`src/pci_host_register_access_pm_pkg.sv`:
```
/*
 * Shared constants and carrier types for the PCI target register and power
 * management block. Assumes a decoded PCI target request port upstream.
 */
`default_nettype none
package pci_host_register_access_pm_pkg;

	// kinds of target access
	localparam logic [1:0] KIND_CFG = 2'h0;
	localparam logic [1:0] KIND_MEM = 2'h1;
	localparam logic [1:0] KIND_IO  = 2'h2;

	// configuration space byte offsets
	localparam logic [7:0] CFG_ID         = 8'h00;
	localparam logic [7:0] CFG_CMD_STAT   = 8'h04;
	localparam logic [7:0] CFG_CLASS      = 8'h08;
	localparam logic [7:0] CFG_HDR        = 8'h0c;
	localparam logic [7:0] CFG_IO_BAR     = 8'h10;
	localparam logic [7:0] CFG_MEM_BAR    = 8'h14;
	localparam logic [7:0] CFG_SUBSYS     = 8'h2c;
	localparam logic [7:0] CFG_CAP_PTR    = 8'h34;
	localparam logic [7:0] CFG_IRQ        = 8'h3c;
	localparam logic [7:0] CFG_PM_CAP     = 8'h40;
	localparam logic [7:0] CFG_PM_CSR     = 8'h44;
	localparam logic [7:0] CFG_WINDOW     = 8'h80;
	localparam logic [7:0] CFG_PMC_WR     = 8'he0;
	localparam logic [7:0] CFG_GNT_LAT_WR = 8'hfc;

	// reset and fixed values
	localparam logic [7:0]  IRQ_LINE_RST   = 8'hff;
	localparam logic [7:0]  IRQ_PIN_VAL    = 8'h01;
	localparam logic [7:0]  MIN_GNT_RST    = 8'h00;
	localparam logic [7:0]  MAX_LAT_RST    = 8'h10;
	localparam logic [7:0]  CAPABILITY_IDENTIFIER_VAL     = 8'h01;
	localparam logic [7:0]  CAP_NEXT_VAL   = 8'h00;
	localparam logic [15:0] PMC_RST        = 16'h7e21;
	localparam logic [15:0] STATUS_VAL     = 16'h0210;
	localparam logic [23:0] CLASS_VAL      = 24'h028000;
	localparam logic [7:0]  LATENCY_VAL    = 8'h10;
	localparam logic [7:0]  CAP_PTR_VAL    = 8'h40;
	localparam logic [15:0] CMD_WMASK      = 16'h0147;
	localparam logic [31:0] IO_BAR_MASK    = 32'hffff_fff8;
	localparam logic [31:0] MEM_BAR_MASK   = 32'hffff_ff00;
	localparam logic [31:0] WINDOW_MASK    = 32'hffff_8000;

	// field positions
	localparam int CMD_IO_EN     = 0;
	localparam int CMD_MEM_EN    = 1;
	localparam int CMD_MASTER_EN = 2;
	localparam int PM_FLAG_BIT   = 15;
	localparam int PM_ENABLE_BIT = 8;

	// power state field encodings
	localparam logic [1:0] PM_D0    = 2'h0;
	localparam logic [1:0] PM_D1    = 2'h1;
	localparam logic [1:0] PM_D2    = 2'h2;
	localparam logic [1:0] PM_D3HOT = 2'h3;

	// internal register offsets
	localparam logic [7:0] REG_LINE_STATE = 8'hc0;
	localparam logic [7:0] REG_LINE_CTRL  = 8'hc4;
	localparam logic [7:0] REG_LINE_CTRLE = 8'hc8;
	localparam logic [7:0] REG_BEARER_RX  = 8'hcc;
	localparam logic [7:0] REG_MULTIFRAME = 8'hd0;
	localparam logic [7:0] REG_DELAY      = 8'hdc;
	localparam logic [7:0] REG_BEARER1    = 8'hf0;
	localparam logic [7:0] REG_BEARER2    = 8'hf4;
	localparam logic [7:0] REG_SIGNAL     = 8'hf8;
	localparam logic [7:0] REG_ECHO       = 8'hfc;
	localparam logic [7:0] LINE_REG_RST   = 8'h00;

	typedef struct packed {
		logic        valid;
		logic [1:0]  kind;
		logic        write;
		logic [31:0] addr;
		logic [3:0]  be;
		logic [31:0] wdata;
	} acc_req_t;

	typedef struct packed {
		logic [7:0]  min_gnt;
		logic [7:0]  max_lat;
		logic [15:0] power_capabilities;
	} eeprom_cfg_t;

	typedef struct packed {
		logic [7:0] bearer1;
		logic [7:0] bearer2;
		logic [7:0] signalling;
	} line_tx_t;

	typedef struct packed {
		logic [7:0] multiframe;
		logic [7:0] bearer1;
		logic [7:0] bearer2;
		logic [7:0] signalling;
		logic [7:0] echo;
	} line_rx_t;

	typedef struct packed {
		logic [7:0] line_state;
		logic [7:0] line_control;
		logic [7:0] line_control_extended;
		logic [7:0] bearer_receive_enable;
		logic [7:0] multiframe_send_bits;
		logic [7:0] line_delay_setup;
		line_tx_t   tx;
	} line_cfg_t;

endpackage : pci_host_register_access_pm_pkg
`default_nettype wire

```
`src/line_register_file.sv`:
```
/*
 * Internal line-section register file behind the target decoder.
 * Assumes one byte-wide access per cycle; read data is combinational.
 */
`timescale 1ns/1ps
`default_nettype none
module line_register_file
	import pci_host_register_access_pm_pkg::*;
(
	input  wire logic       mclk_i,
	input  wire logic       nrst_i,
	input  wire logic       wr_i,
	input  wire logic [7:0] addr_i,
	input  wire logic [7:0] wdata_i,
	input  wire logic       fifo_wr_i,
	input  wire line_tx_t   fifo_tx_i,
	input  wire line_rx_t   line_rx_i,
	output logic [7:0]      rdata_o,
	output line_cfg_t       cfg_o
);

	// one process owns the whole struct, so the output has a single driver
	always_ff @(posedge mclk_i or negedge nrst_i) begin
		if (!nrst_i) begin
			cfg_o.line_state            <= LINE_REG_RST;
			cfg_o.line_control          <= LINE_REG_RST;
			cfg_o.line_control_extended <= LINE_REG_RST;
			cfg_o.bearer_receive_enable <= LINE_REG_RST;
			cfg_o.multiframe_send_bits  <= LINE_REG_RST;
			cfg_o.line_delay_setup      <= LINE_REG_RST;
			cfg_o.tx                    <= '0;
		end else begin
			if (wr_i) begin
				case (addr_i)
					REG_LINE_STATE: cfg_o.line_state <= wdata_i;
					REG_LINE_CTRL:  cfg_o.line_control <= wdata_i;
					REG_LINE_CTRLE: cfg_o.line_control_extended <= wdata_i;
					REG_BEARER_RX:  cfg_o.bearer_receive_enable <= wdata_i;
					REG_MULTIFRAME: cfg_o.multiframe_send_bits <= wdata_i;
					REG_DELAY:      cfg_o.line_delay_setup <= wdata_i;
					REG_BEARER1:    cfg_o.tx.bearer1 <= wdata_i;
					REG_BEARER2:    cfg_o.tx.bearer2 <= wdata_i;
					REG_SIGNAL:     cfg_o.tx.signalling <= wdata_i;
					default: ;
				endcase
			end
			// fifo controller wins over software on a clash; software access is a debug path
			if (fifo_wr_i)
				cfg_o.tx <= fifo_tx_i;
		end
	end

	// write-only registers and unused offsets read as zero
	always_comb begin
		case (addr_i)
			REG_LINE_STATE: rdata_o = cfg_o.line_state;
			REG_MULTIFRAME: rdata_o = line_rx_i.multiframe;
			REG_BEARER1:    rdata_o = line_rx_i.bearer1;
			REG_BEARER2:    rdata_o = line_rx_i.bearer2;
			REG_SIGNAL:     rdata_o = line_rx_i.signalling;
			REG_ECHO:       rdata_o = line_rx_i.echo;
			default:        rdata_o = 8'h00;
		endcase
	end

endmodule : line_register_file
`default_nettype wire

```
`src/pci_host_register_access_pm.sv`:
```
/*
 * PCI target register access, configuration tail and power management.
 * Assumes an upstream PCI target that hands over one decoded access per
 * request and samples the registered answer on the following edge.
 */
`timescale 1ns/1ps
`default_nettype none
module pci_host_register_access_pm
	import pci_host_register_access_pm_pkg::*;
#(
	parameter logic [15:0] VENDOR_CODE = 16'h0a5a, // arbitrary value
	parameter logic [15:0] DEVICE_CODE = 16'h0c3c, // arbitrary value
	parameter logic [7:0]  REVISION    = 8'h00     // arbitrary value
) (
	input  wire logic        mclk_i,
	input  wire logic        nrst_i,
	input  wire acc_req_t    req_i,
	output logic [31:0]      rdata_o,
	output logic             ack_o,
	input  wire logic        eeprom_load_i,
	input  wire eeprom_cfg_t eeprom_i,
	input  wire logic        wake_request_i,
	output logic             wake_event_o,
	output logic             master_enable_o,
	output logic [31:0]      window_base_o,
	output logic [7:0]       irq_line_o,
	output logic [7:0]       aux_addr_o,
	output logic [7:0]       aux_wdata_o,
	output logic             aux_wr_o,
	output logic             aux_rd_o,
	input  wire logic [7:0]  aux_rdata_i,
	input  wire logic        fifo_wr_i,
	input  wire line_tx_t    fifo_tx_i,
	input  wire line_rx_t    line_rx_i,
	output line_cfg_t        line_cfg_o
);

	logic [15:0] command;
	logic [31:0] io_bar;
	logic [31:0] mem_bar;
	logic [7:0]  min_gnt;
	logic [7:0]  max_lat;
	logic [15:0] power_capabilities;
	logic [1:0]  power_state_field;
	logic        wake_event_enable;
	logic        wake_event_flag;
	logic        window_valid;
	logic [7:0]  internal_register_number;

	logic        cfg_hit;
	logic        mem_hit;
	logic        io_hit;
	logic        cfg_wr;
	logic [7:0]  cfg_off;
	logic        io_upper;
	logic        int_wr;
	logic [7:0]  int_addr;
	logic [7:0]  int_rdata;
	logic [31:0] cfg_rdata;
	logic [31:0] next_rdata;
	logic        pm_clear;

	function automatic logic [31:0] merge(input logic [31:0] old, input logic [31:0] data,
			input logic [3:0] be, input logic [31:0] mask);
		logic [31:0] lanes;
		lanes = {{8{be[3]}}, {8{be[2]}}, {8{be[1]}}, {8{be[0]}}} & mask;
		return (old & ~lanes) | (data & lanes);
	endfunction : merge

	// decode
	assign cfg_hit = req_i.valid && req_i.kind == KIND_CFG;
	assign cfg_wr  = cfg_hit && req_i.write;
	assign cfg_off = {req_i.addr[7:2], 2'b00};
	assign mem_hit = req_i.valid && req_i.kind == KIND_MEM && command[CMD_MEM_EN] &&
		req_i.addr[31:8] == mem_bar[31:8];
	assign io_hit  = req_i.valid && req_i.kind == KIND_IO && command[CMD_IO_EN] &&
		req_i.addr[31:3] == io_bar[31:3];
	assign io_upper = req_i.addr[2];

	// byte 0 reaches the selected register; byte 4 holds the selection
	always_comb begin
		int_addr = mem_hit ? req_i.addr[7:0] : internal_register_number;
		int_wr   = req_i.write && (mem_hit || (io_hit && !io_upper && req_i.be[0]));
	end

	line_register_file u_line_regs (
		.mclk_i    (mclk_i),
		.nrst_i    (nrst_i),
		.wr_i      (int_wr),
		.addr_i    (int_addr),
		.wdata_i   (req_i.wdata[7:0]),
		.fifo_wr_i (fifo_wr_i),
		.fifo_tx_i (fifo_tx_i),
		.line_rx_i (line_rx_i),
		.rdata_o   (int_rdata),
		.cfg_o     (line_cfg_o)
	);

	// configuration header registers
	always_ff @(posedge mclk_i or negedge nrst_i) begin
		if (!nrst_i) begin
			command <= '0;
			io_bar  <= '0;
			mem_bar <= '0;
		end else if (cfg_wr) begin
			if (cfg_off == CFG_CMD_STAT)
				command <= 16'(merge({16'h0000, command}, req_i.wdata, req_i.be,
					{16'h0000, CMD_WMASK}));
			if (cfg_off == CFG_IO_BAR)
				io_bar <= merge(io_bar, req_i.wdata, req_i.be, IO_BAR_MASK);
			if (cfg_off == CFG_MEM_BAR)
				mem_bar <= merge(mem_bar, req_i.wdata, req_i.be, MEM_BAR_MASK);
		end
	end

	always_ff @(posedge mclk_i or negedge nrst_i) begin
		if (!nrst_i) begin
			irq_line_o <= IRQ_LINE_RST;
		end else if (cfg_wr && cfg_off == CFG_IRQ && req_i.be[0]) begin
			irq_line_o <= req_i.wdata[7:0];
		end
	end

	// eeprom preload first, a configuration write in the same cycle overrides it
	always_ff @(posedge mclk_i or negedge nrst_i) begin
		if (!nrst_i) begin
			min_gnt <= MIN_GNT_RST;
			max_lat <= MAX_LAT_RST;
			power_capabilities     <= PMC_RST;
		end else begin
			if (cfg_wr && cfg_off == CFG_GNT_LAT_WR && req_i.be[2])
				min_gnt <= req_i.wdata[23:16];
			else if (eeprom_load_i)
				min_gnt <= eeprom_i.min_gnt;
			if (cfg_wr && cfg_off == CFG_GNT_LAT_WR && req_i.be[3])
				max_lat <= req_i.wdata[31:24];
			else if (eeprom_load_i)
				max_lat <= eeprom_i.max_lat;
			if (cfg_wr && cfg_off == CFG_PMC_WR && req_i.be[3:2] != 2'b00)
				power_capabilities <= 16'(merge({16'h0000, power_capabilities}, {16'h0000, req_i.wdata[31:16]},
					{2'b00, req_i.be[3:2]}, 32'h0000_ffff));
			else if (eeprom_load_i)
				power_capabilities <= eeprom_i.power_capabilities;
		end
	end

	// power management control/status
	assign pm_clear = cfg_wr && cfg_off == CFG_PM_CSR && req_i.be[1] &&
		req_i.wdata[PM_FLAG_BIT];

	always_ff @(posedge mclk_i or negedge nrst_i) begin
		if (!nrst_i) begin
			power_state_field <= PM_D0;
			wake_event_enable <= 1'b0;
		end else if (cfg_wr && cfg_off == CFG_PM_CSR) begin
			if (req_i.be[0])
				power_state_field <= req_i.wdata[1:0];
			if (req_i.be[1])
				wake_event_enable <= req_i.wdata[PM_ENABLE_BIT];
		end
	end

	// wake cause is honoured in every power state; a new cause beats a clear
	always_ff @(posedge mclk_i or negedge nrst_i) begin
		if (!nrst_i) begin
			wake_event_flag <= 1'b0;
		end else if (wake_request_i) begin
			wake_event_flag <= 1'b1;
		end else if (pm_clear) begin
			wake_event_flag <= 1'b0;
		end
	end

	// limitation: the line-change wake cause is seen on this clock; a stopped
	// bus clock needs the cause held until the clock runs again
	always_ff @(posedge mclk_i or negedge nrst_i) begin
		if (!nrst_i) begin
			wake_event_o <= 1'b0;
		end else begin
			wake_event_o <= (wake_event_flag || wake_request_i) && wake_event_enable;
		end
	end

	// window base: only a full dword write arms master mode
	always_ff @(posedge mclk_i or negedge nrst_i) begin
		if (!nrst_i) begin
			window_base_o <= '0;
			window_valid  <= 1'b0;
		end else if (cfg_wr && cfg_off == CFG_WINDOW && req_i.be == 4'hf) begin
			window_base_o <= req_i.wdata & WINDOW_MASK;
			window_valid  <= 1'b1;
		end
	end

	// fifo traffic relies on this; the host keeps to target control accesses
	always_ff @(posedge mclk_i or negedge nrst_i) begin
		if (!nrst_i) begin
			master_enable_o <= 1'b0;
		end else begin
			master_enable_o <= command[CMD_MASTER_EN] && power_state_field == PM_D0 &&
				window_valid;
		end
	end

	// I/O byte lanes: 0 data, 1 aux data, 3 aux address, 4 register select
	always_ff @(posedge mclk_i or negedge nrst_i) begin
		if (!nrst_i) begin
			internal_register_number <= '0;
			aux_addr_o  <= '0;
			aux_wdata_o <= '0;
			aux_wr_o    <= 1'b0;
			aux_rd_o    <= 1'b0;
		end else begin
			aux_wr_o <= io_hit && req_i.write && req_i.be[1];
			aux_rd_o <= io_hit && !req_i.write && req_i.be[1];
			if (io_hit && req_i.write) begin
				if (io_upper && req_i.be[0])
					internal_register_number <= req_i.wdata[7:0];
				if (req_i.be[1])
					aux_wdata_o <= req_i.wdata[15:8];
				if (req_i.be[3])
					aux_addr_o <= req_i.wdata[31:24];
			end
		end
	end

	// configuration read mux
	always_comb begin
		case (cfg_off)
			CFG_ID:       cfg_rdata = {DEVICE_CODE, VENDOR_CODE};
			CFG_CMD_STAT: cfg_rdata = {STATUS_VAL, command};
			CFG_CLASS:    cfg_rdata = {CLASS_VAL, REVISION};
			CFG_HDR:      cfg_rdata = {16'h0000, LATENCY_VAL, 8'h00};
			CFG_IO_BAR:   cfg_rdata = io_bar | 32'h0000_0001;
			CFG_MEM_BAR:  cfg_rdata = mem_bar;
			CFG_SUBSYS:   cfg_rdata = {DEVICE_CODE, VENDOR_CODE};
			CFG_CAP_PTR:  cfg_rdata = {24'h000000, CAP_PTR_VAL};
			CFG_IRQ:      cfg_rdata = {max_lat, min_gnt, IRQ_PIN_VAL, irq_line_o};
			CFG_PM_CAP:   cfg_rdata = {power_capabilities, CAP_NEXT_VAL, CAPABILITY_IDENTIFIER_VAL};
			CFG_PM_CSR:   cfg_rdata = {16'h0000, wake_event_flag, 6'h00, wake_event_enable,
				6'h00, power_state_field};
			CFG_WINDOW:   cfg_rdata = window_base_o;
			default:      cfg_rdata = 32'h0000_0000;
		endcase
	end

	always_comb begin
		if (cfg_hit)
			next_rdata = cfg_rdata;
		else if (mem_hit)
			next_rdata = {24'h000000, int_rdata};
		else if (io_hit && io_upper)
			next_rdata = {aux_addr_o, 8'h00, aux_rdata_i, internal_register_number};
		else if (io_hit)
			next_rdata = {aux_addr_o, 8'h00, aux_rdata_i, int_rdata};
		else
			next_rdata = 32'h0000_0000;
	end

	// unclaimed accesses get no answer and fall to master abort upstream
	always_ff @(posedge mclk_i or negedge nrst_i) begin
		if (!nrst_i) begin
			ack_o   <= 1'b0;
			rdata_o <= '0;
		end else begin
			ack_o   <= cfg_hit || mem_hit || io_hit;
			rdata_o <= req_i.write ? 32'h0000_0000 : next_rdata;
		end
	end
endmodule : pci_host_register_access_pm
`default_nettype wire

```
`config.mk`:
```
export PLATFORM = sky130hd
export DESIGN_NAME = pci_host_register_access_pm
export DESIGN_NICKNAME = d
export VERILOG_FILES = /design/src/pci_host_register_access_pm_pkg.sv /design/src/line_register_file.sv /design/src/pci_host_register_access_pm.sv
export SDC_FILE = /design/constraint.sdc
export NUM_CORES = 1
export LEC_CHECK = 0
export ABC_AREA = 1
export BUFFER_PORTS_ARGS = -buffer_cell sky130_fd_sc_hd__buf_2
export CAP_MARGIN = 15
export CORE_ASPECT_RATIO = 1.2
export CORE_UTILIZATION = 35
export CTS_CLUSTER_DIAMETER = 50
export DETAILED_ROUTE_END_ITERATION = 16
export PLACE_DENSITY = 0.62
export SLEW_MARGIN = 20
export SYNTH_ARGS = -nofsm -noshare
export SYNTH_HDL_FRONTEND = slang
export SYNTH_HIERARCHICAL = 1
export SYNTH_SLANG_ARGS = --single-unit
```
`constraint.sdc`:
```
create_clock -name mclk_i -period 5.9 [get_ports mclk_i]
set_clock_uncertainty 0.2 [all_clocks]
set_input_delay 0.295 -clock mclk_i [delete_from_list [all_inputs] [get_ports mclk_i]]
set_output_delay 0.295 -clock mclk_i [all_outputs]
set_load 0.01 [all_outputs]
```
==> metrics <==
status completed; root buf cell clkbuf_16; htree depth 2; f_max about 0.27 GHz; Vias/cell 5.04; total CTS buffers 34; die span in y 214 um; largest net degree at the start of global routing 136; post-layout util 46.7%; ranking of synthesized cells by area dfrtp_1 45%, nand2_1 14%, o21ai_0 5.1%; Worst Path Arrival 4.00 ns; ANT nets after route 0; Slew Viols, Final 0; Clock transition at path regs 0.06 ns; MaxCap Viol Count 0; CP top delay family simple AND/OR/NAND/NOR gates; initial DRC count between 700 and 800; cell taking the most area after synthesis dfrtp_1; # setup viols final 0; Nets approximately 2,200; flops & latches, synth roughly 250; Top cell by count, worst path nor2_1; Worst path slowest cell nor2_4; worst-path cell chain nor2_1, nor2_1, nor2_1, nand3_1, nor2_1, nand3_1, o21ai_0, nand2_2, nor2_4, nand3_2, nand2_2, nand2_1, nand2_1; pwr dens 251 nW/um2; insertion delay to the later sink of the worst-skew pair 0.53 ns; syn avg cell area 7.99 um2; startpoint class of the critical path register; GRT overflow 0; WL final 48,000 um; via count 12,900; GR Util All Layers 24.9%; pre-CTS WS 2.15 ns; first-pass GRT wire length approximately 70,000 um; register area share after synthesis around half; post-layout min period 3.74 ns; Leakage 8.94 nW; Residual DRC 0; placed inst area 15,000 um2; Fin Setup TNS 0 ns; clk sink count 253; unrepaired setup endpoints after global routing no; number of global-route vias before repair between 10,000 and 15,000; initial antenna violation count 1; CP bufs+invs 0; Crit. End Element register; wire length per cell 18.8 um; critical path class register to register; min-delay worst type input port to register; commonest non-fill, non-tap cell in the layout nand2_1; Slew headroom 27.2%; # fillers 3,651; Final Worst Setup Slack 2.16 ns; dpl hpwl 35,300 um; worst-path fanout max 35; fraction of layout cells with a size suffix above 1 between 20% and 30%; Worst-Margin Slew 1.09 ns; number of port buffers 330; Syn Inst Count approximately 1,600; Peak supply drop 0.168 mV; drt pass-1 iters 5; Initial Util between 30 and 40%; Synth-to-Final Area Change 31.5%; crit share post-route 63.4%; CTS tree built; warnings from Yosys 6; Distinct cells, synth 49; Final Wtd Congestion 0.966; worst endpoint required time 6.15 ns; Ports around 350; Die ar. 38,100 um2; row count 77; Die X 178 um; most frequent cells in the layout 494 x nand2_1, 329 x buf_2, 236 x dfrtp_1, 162 x inv_1, 133 x o21ai_0; share of the synthesized area in the top cell type roughly 45%; Core Box Area 36,800 um2; Hold Fails Final Rpt 0; CTS Buffer Depth 3; post-route design area 17,200 um2; Cell Area, Synth 13,100 um2; Critical Path Max Stage Delay 0.67 ns
==> area by class of cell <==
type / count / area (um2) / area share (%)
clock inverter: 14 / 194 / 1.13
clock buffer: 45 / 922 / 5.37
multi-input combinational: 1150 / 5670 / 33.0
tap: 474 / 593 / 3.45
sequential: 253 / 6350 / 37.0
timing repair buffer: 441 / 2780 / 16.2
inverter: 173 / 654 / 3.81
antenna: 2 / 5.00 / 0.0291
==> power by group <==
part | switching [W] | total [W] | internal, W
registers | 0.0000261 | 0.00181 | 0.00179
clock network | 0.000815 | 0.00207 | 0.00125
logic | 0.000259 | 0.000430 | 0.000171
total | 0.00110 | 0.00431 | 0.00321
==> metal layers <==
layer	track usage (%)	part of all wire [%]
met1	29.2	39
met2	43.3	49
met3	4.93	6.7
met4	12.4	4.9
met5	0	0
==> worst min-delay path, delay by kind of cell <==
| family | cells | cell delay, ns |
|---|---|---|
| AO/OA/AOI/OAI | 1 | 0.11 |
| buffers and inverters | 1 | 0.14 |
| AND/OR/NAND/NOR | 1 | 0.16 |
==> what timing repair did <==
item	CTS	global route
resized for setup	0	0
hold buffers	109	0
endpoints found under the hold margin	276	0
setup buffers	0	0
==> kinds of logic after synthesis <==
kind of cell / after synthesis / synth area share [%]
buf+inv: 245 / 8.35
compound gates: 333 / 14.5
other cells: 1 / 0.0287
flops: 253 / 48.6
xor+xnor: 39 / 2.62
simple gates: 763 / 25.9
==> per-stage QoR <==
stage / hold slack (ns) / power [W] / std cells
floorplan: -0.201 / 0.00201 / 1648
detailed placement: 0.240 / 0.00221 / 2382
global route: 0.0546 / 0.00447 / 2551
CTS: 0.0168 / 0.00435 / 2550
global placement: 0.236 / 0.00221 / 2382
finish: 0.0363 / 0.00431 / 2552
==> cell usage after synthesis (all sizes together) <==
cell type,n
conb,1
o221ai,7
nor4,2
a221oi,6
o211ai,21
nand3,115
a22o,2
inv,173
o22ai,18
buf,52
clkbuf,20
a22oi,10
a21oi,41
xor2,16
nand2,511
nand4,17
nor2,100
nand3b,1
xnor2,23
o21bai,1
o2111ai,3
nand2b,1
a31oi,3
nor2b,1
dfstp,17
and3b,1
dfrtp,236
a211oi,3
o21ai,218
nor3,14
==> final timing paths <==
| path | slack [ns] | startpoint | cells after the start | end |
|---|---|---|---|---|
| worst max-delay path | 2.16 | register | 13 | u_line_regs/cfg_o[17] |
| worst min register to register | 0.26 | window_valid | 2 | window_valid |
| max in group asynchronous | 3.96 | nrst_i | 3 | u_line_regs/cfg_o[68] |
| worst max register to register | 2.16 | register | 13 | u_line_regs/cfg_o[17] |
| min in group asynchronous | 0.25 | nrst_i | 2 | async pin |
| worst min-delay path | 0.04 | req_i[32] | 3 | power_state_field[0] |
No activity file was read; power rests on OpenSTA's default activity.
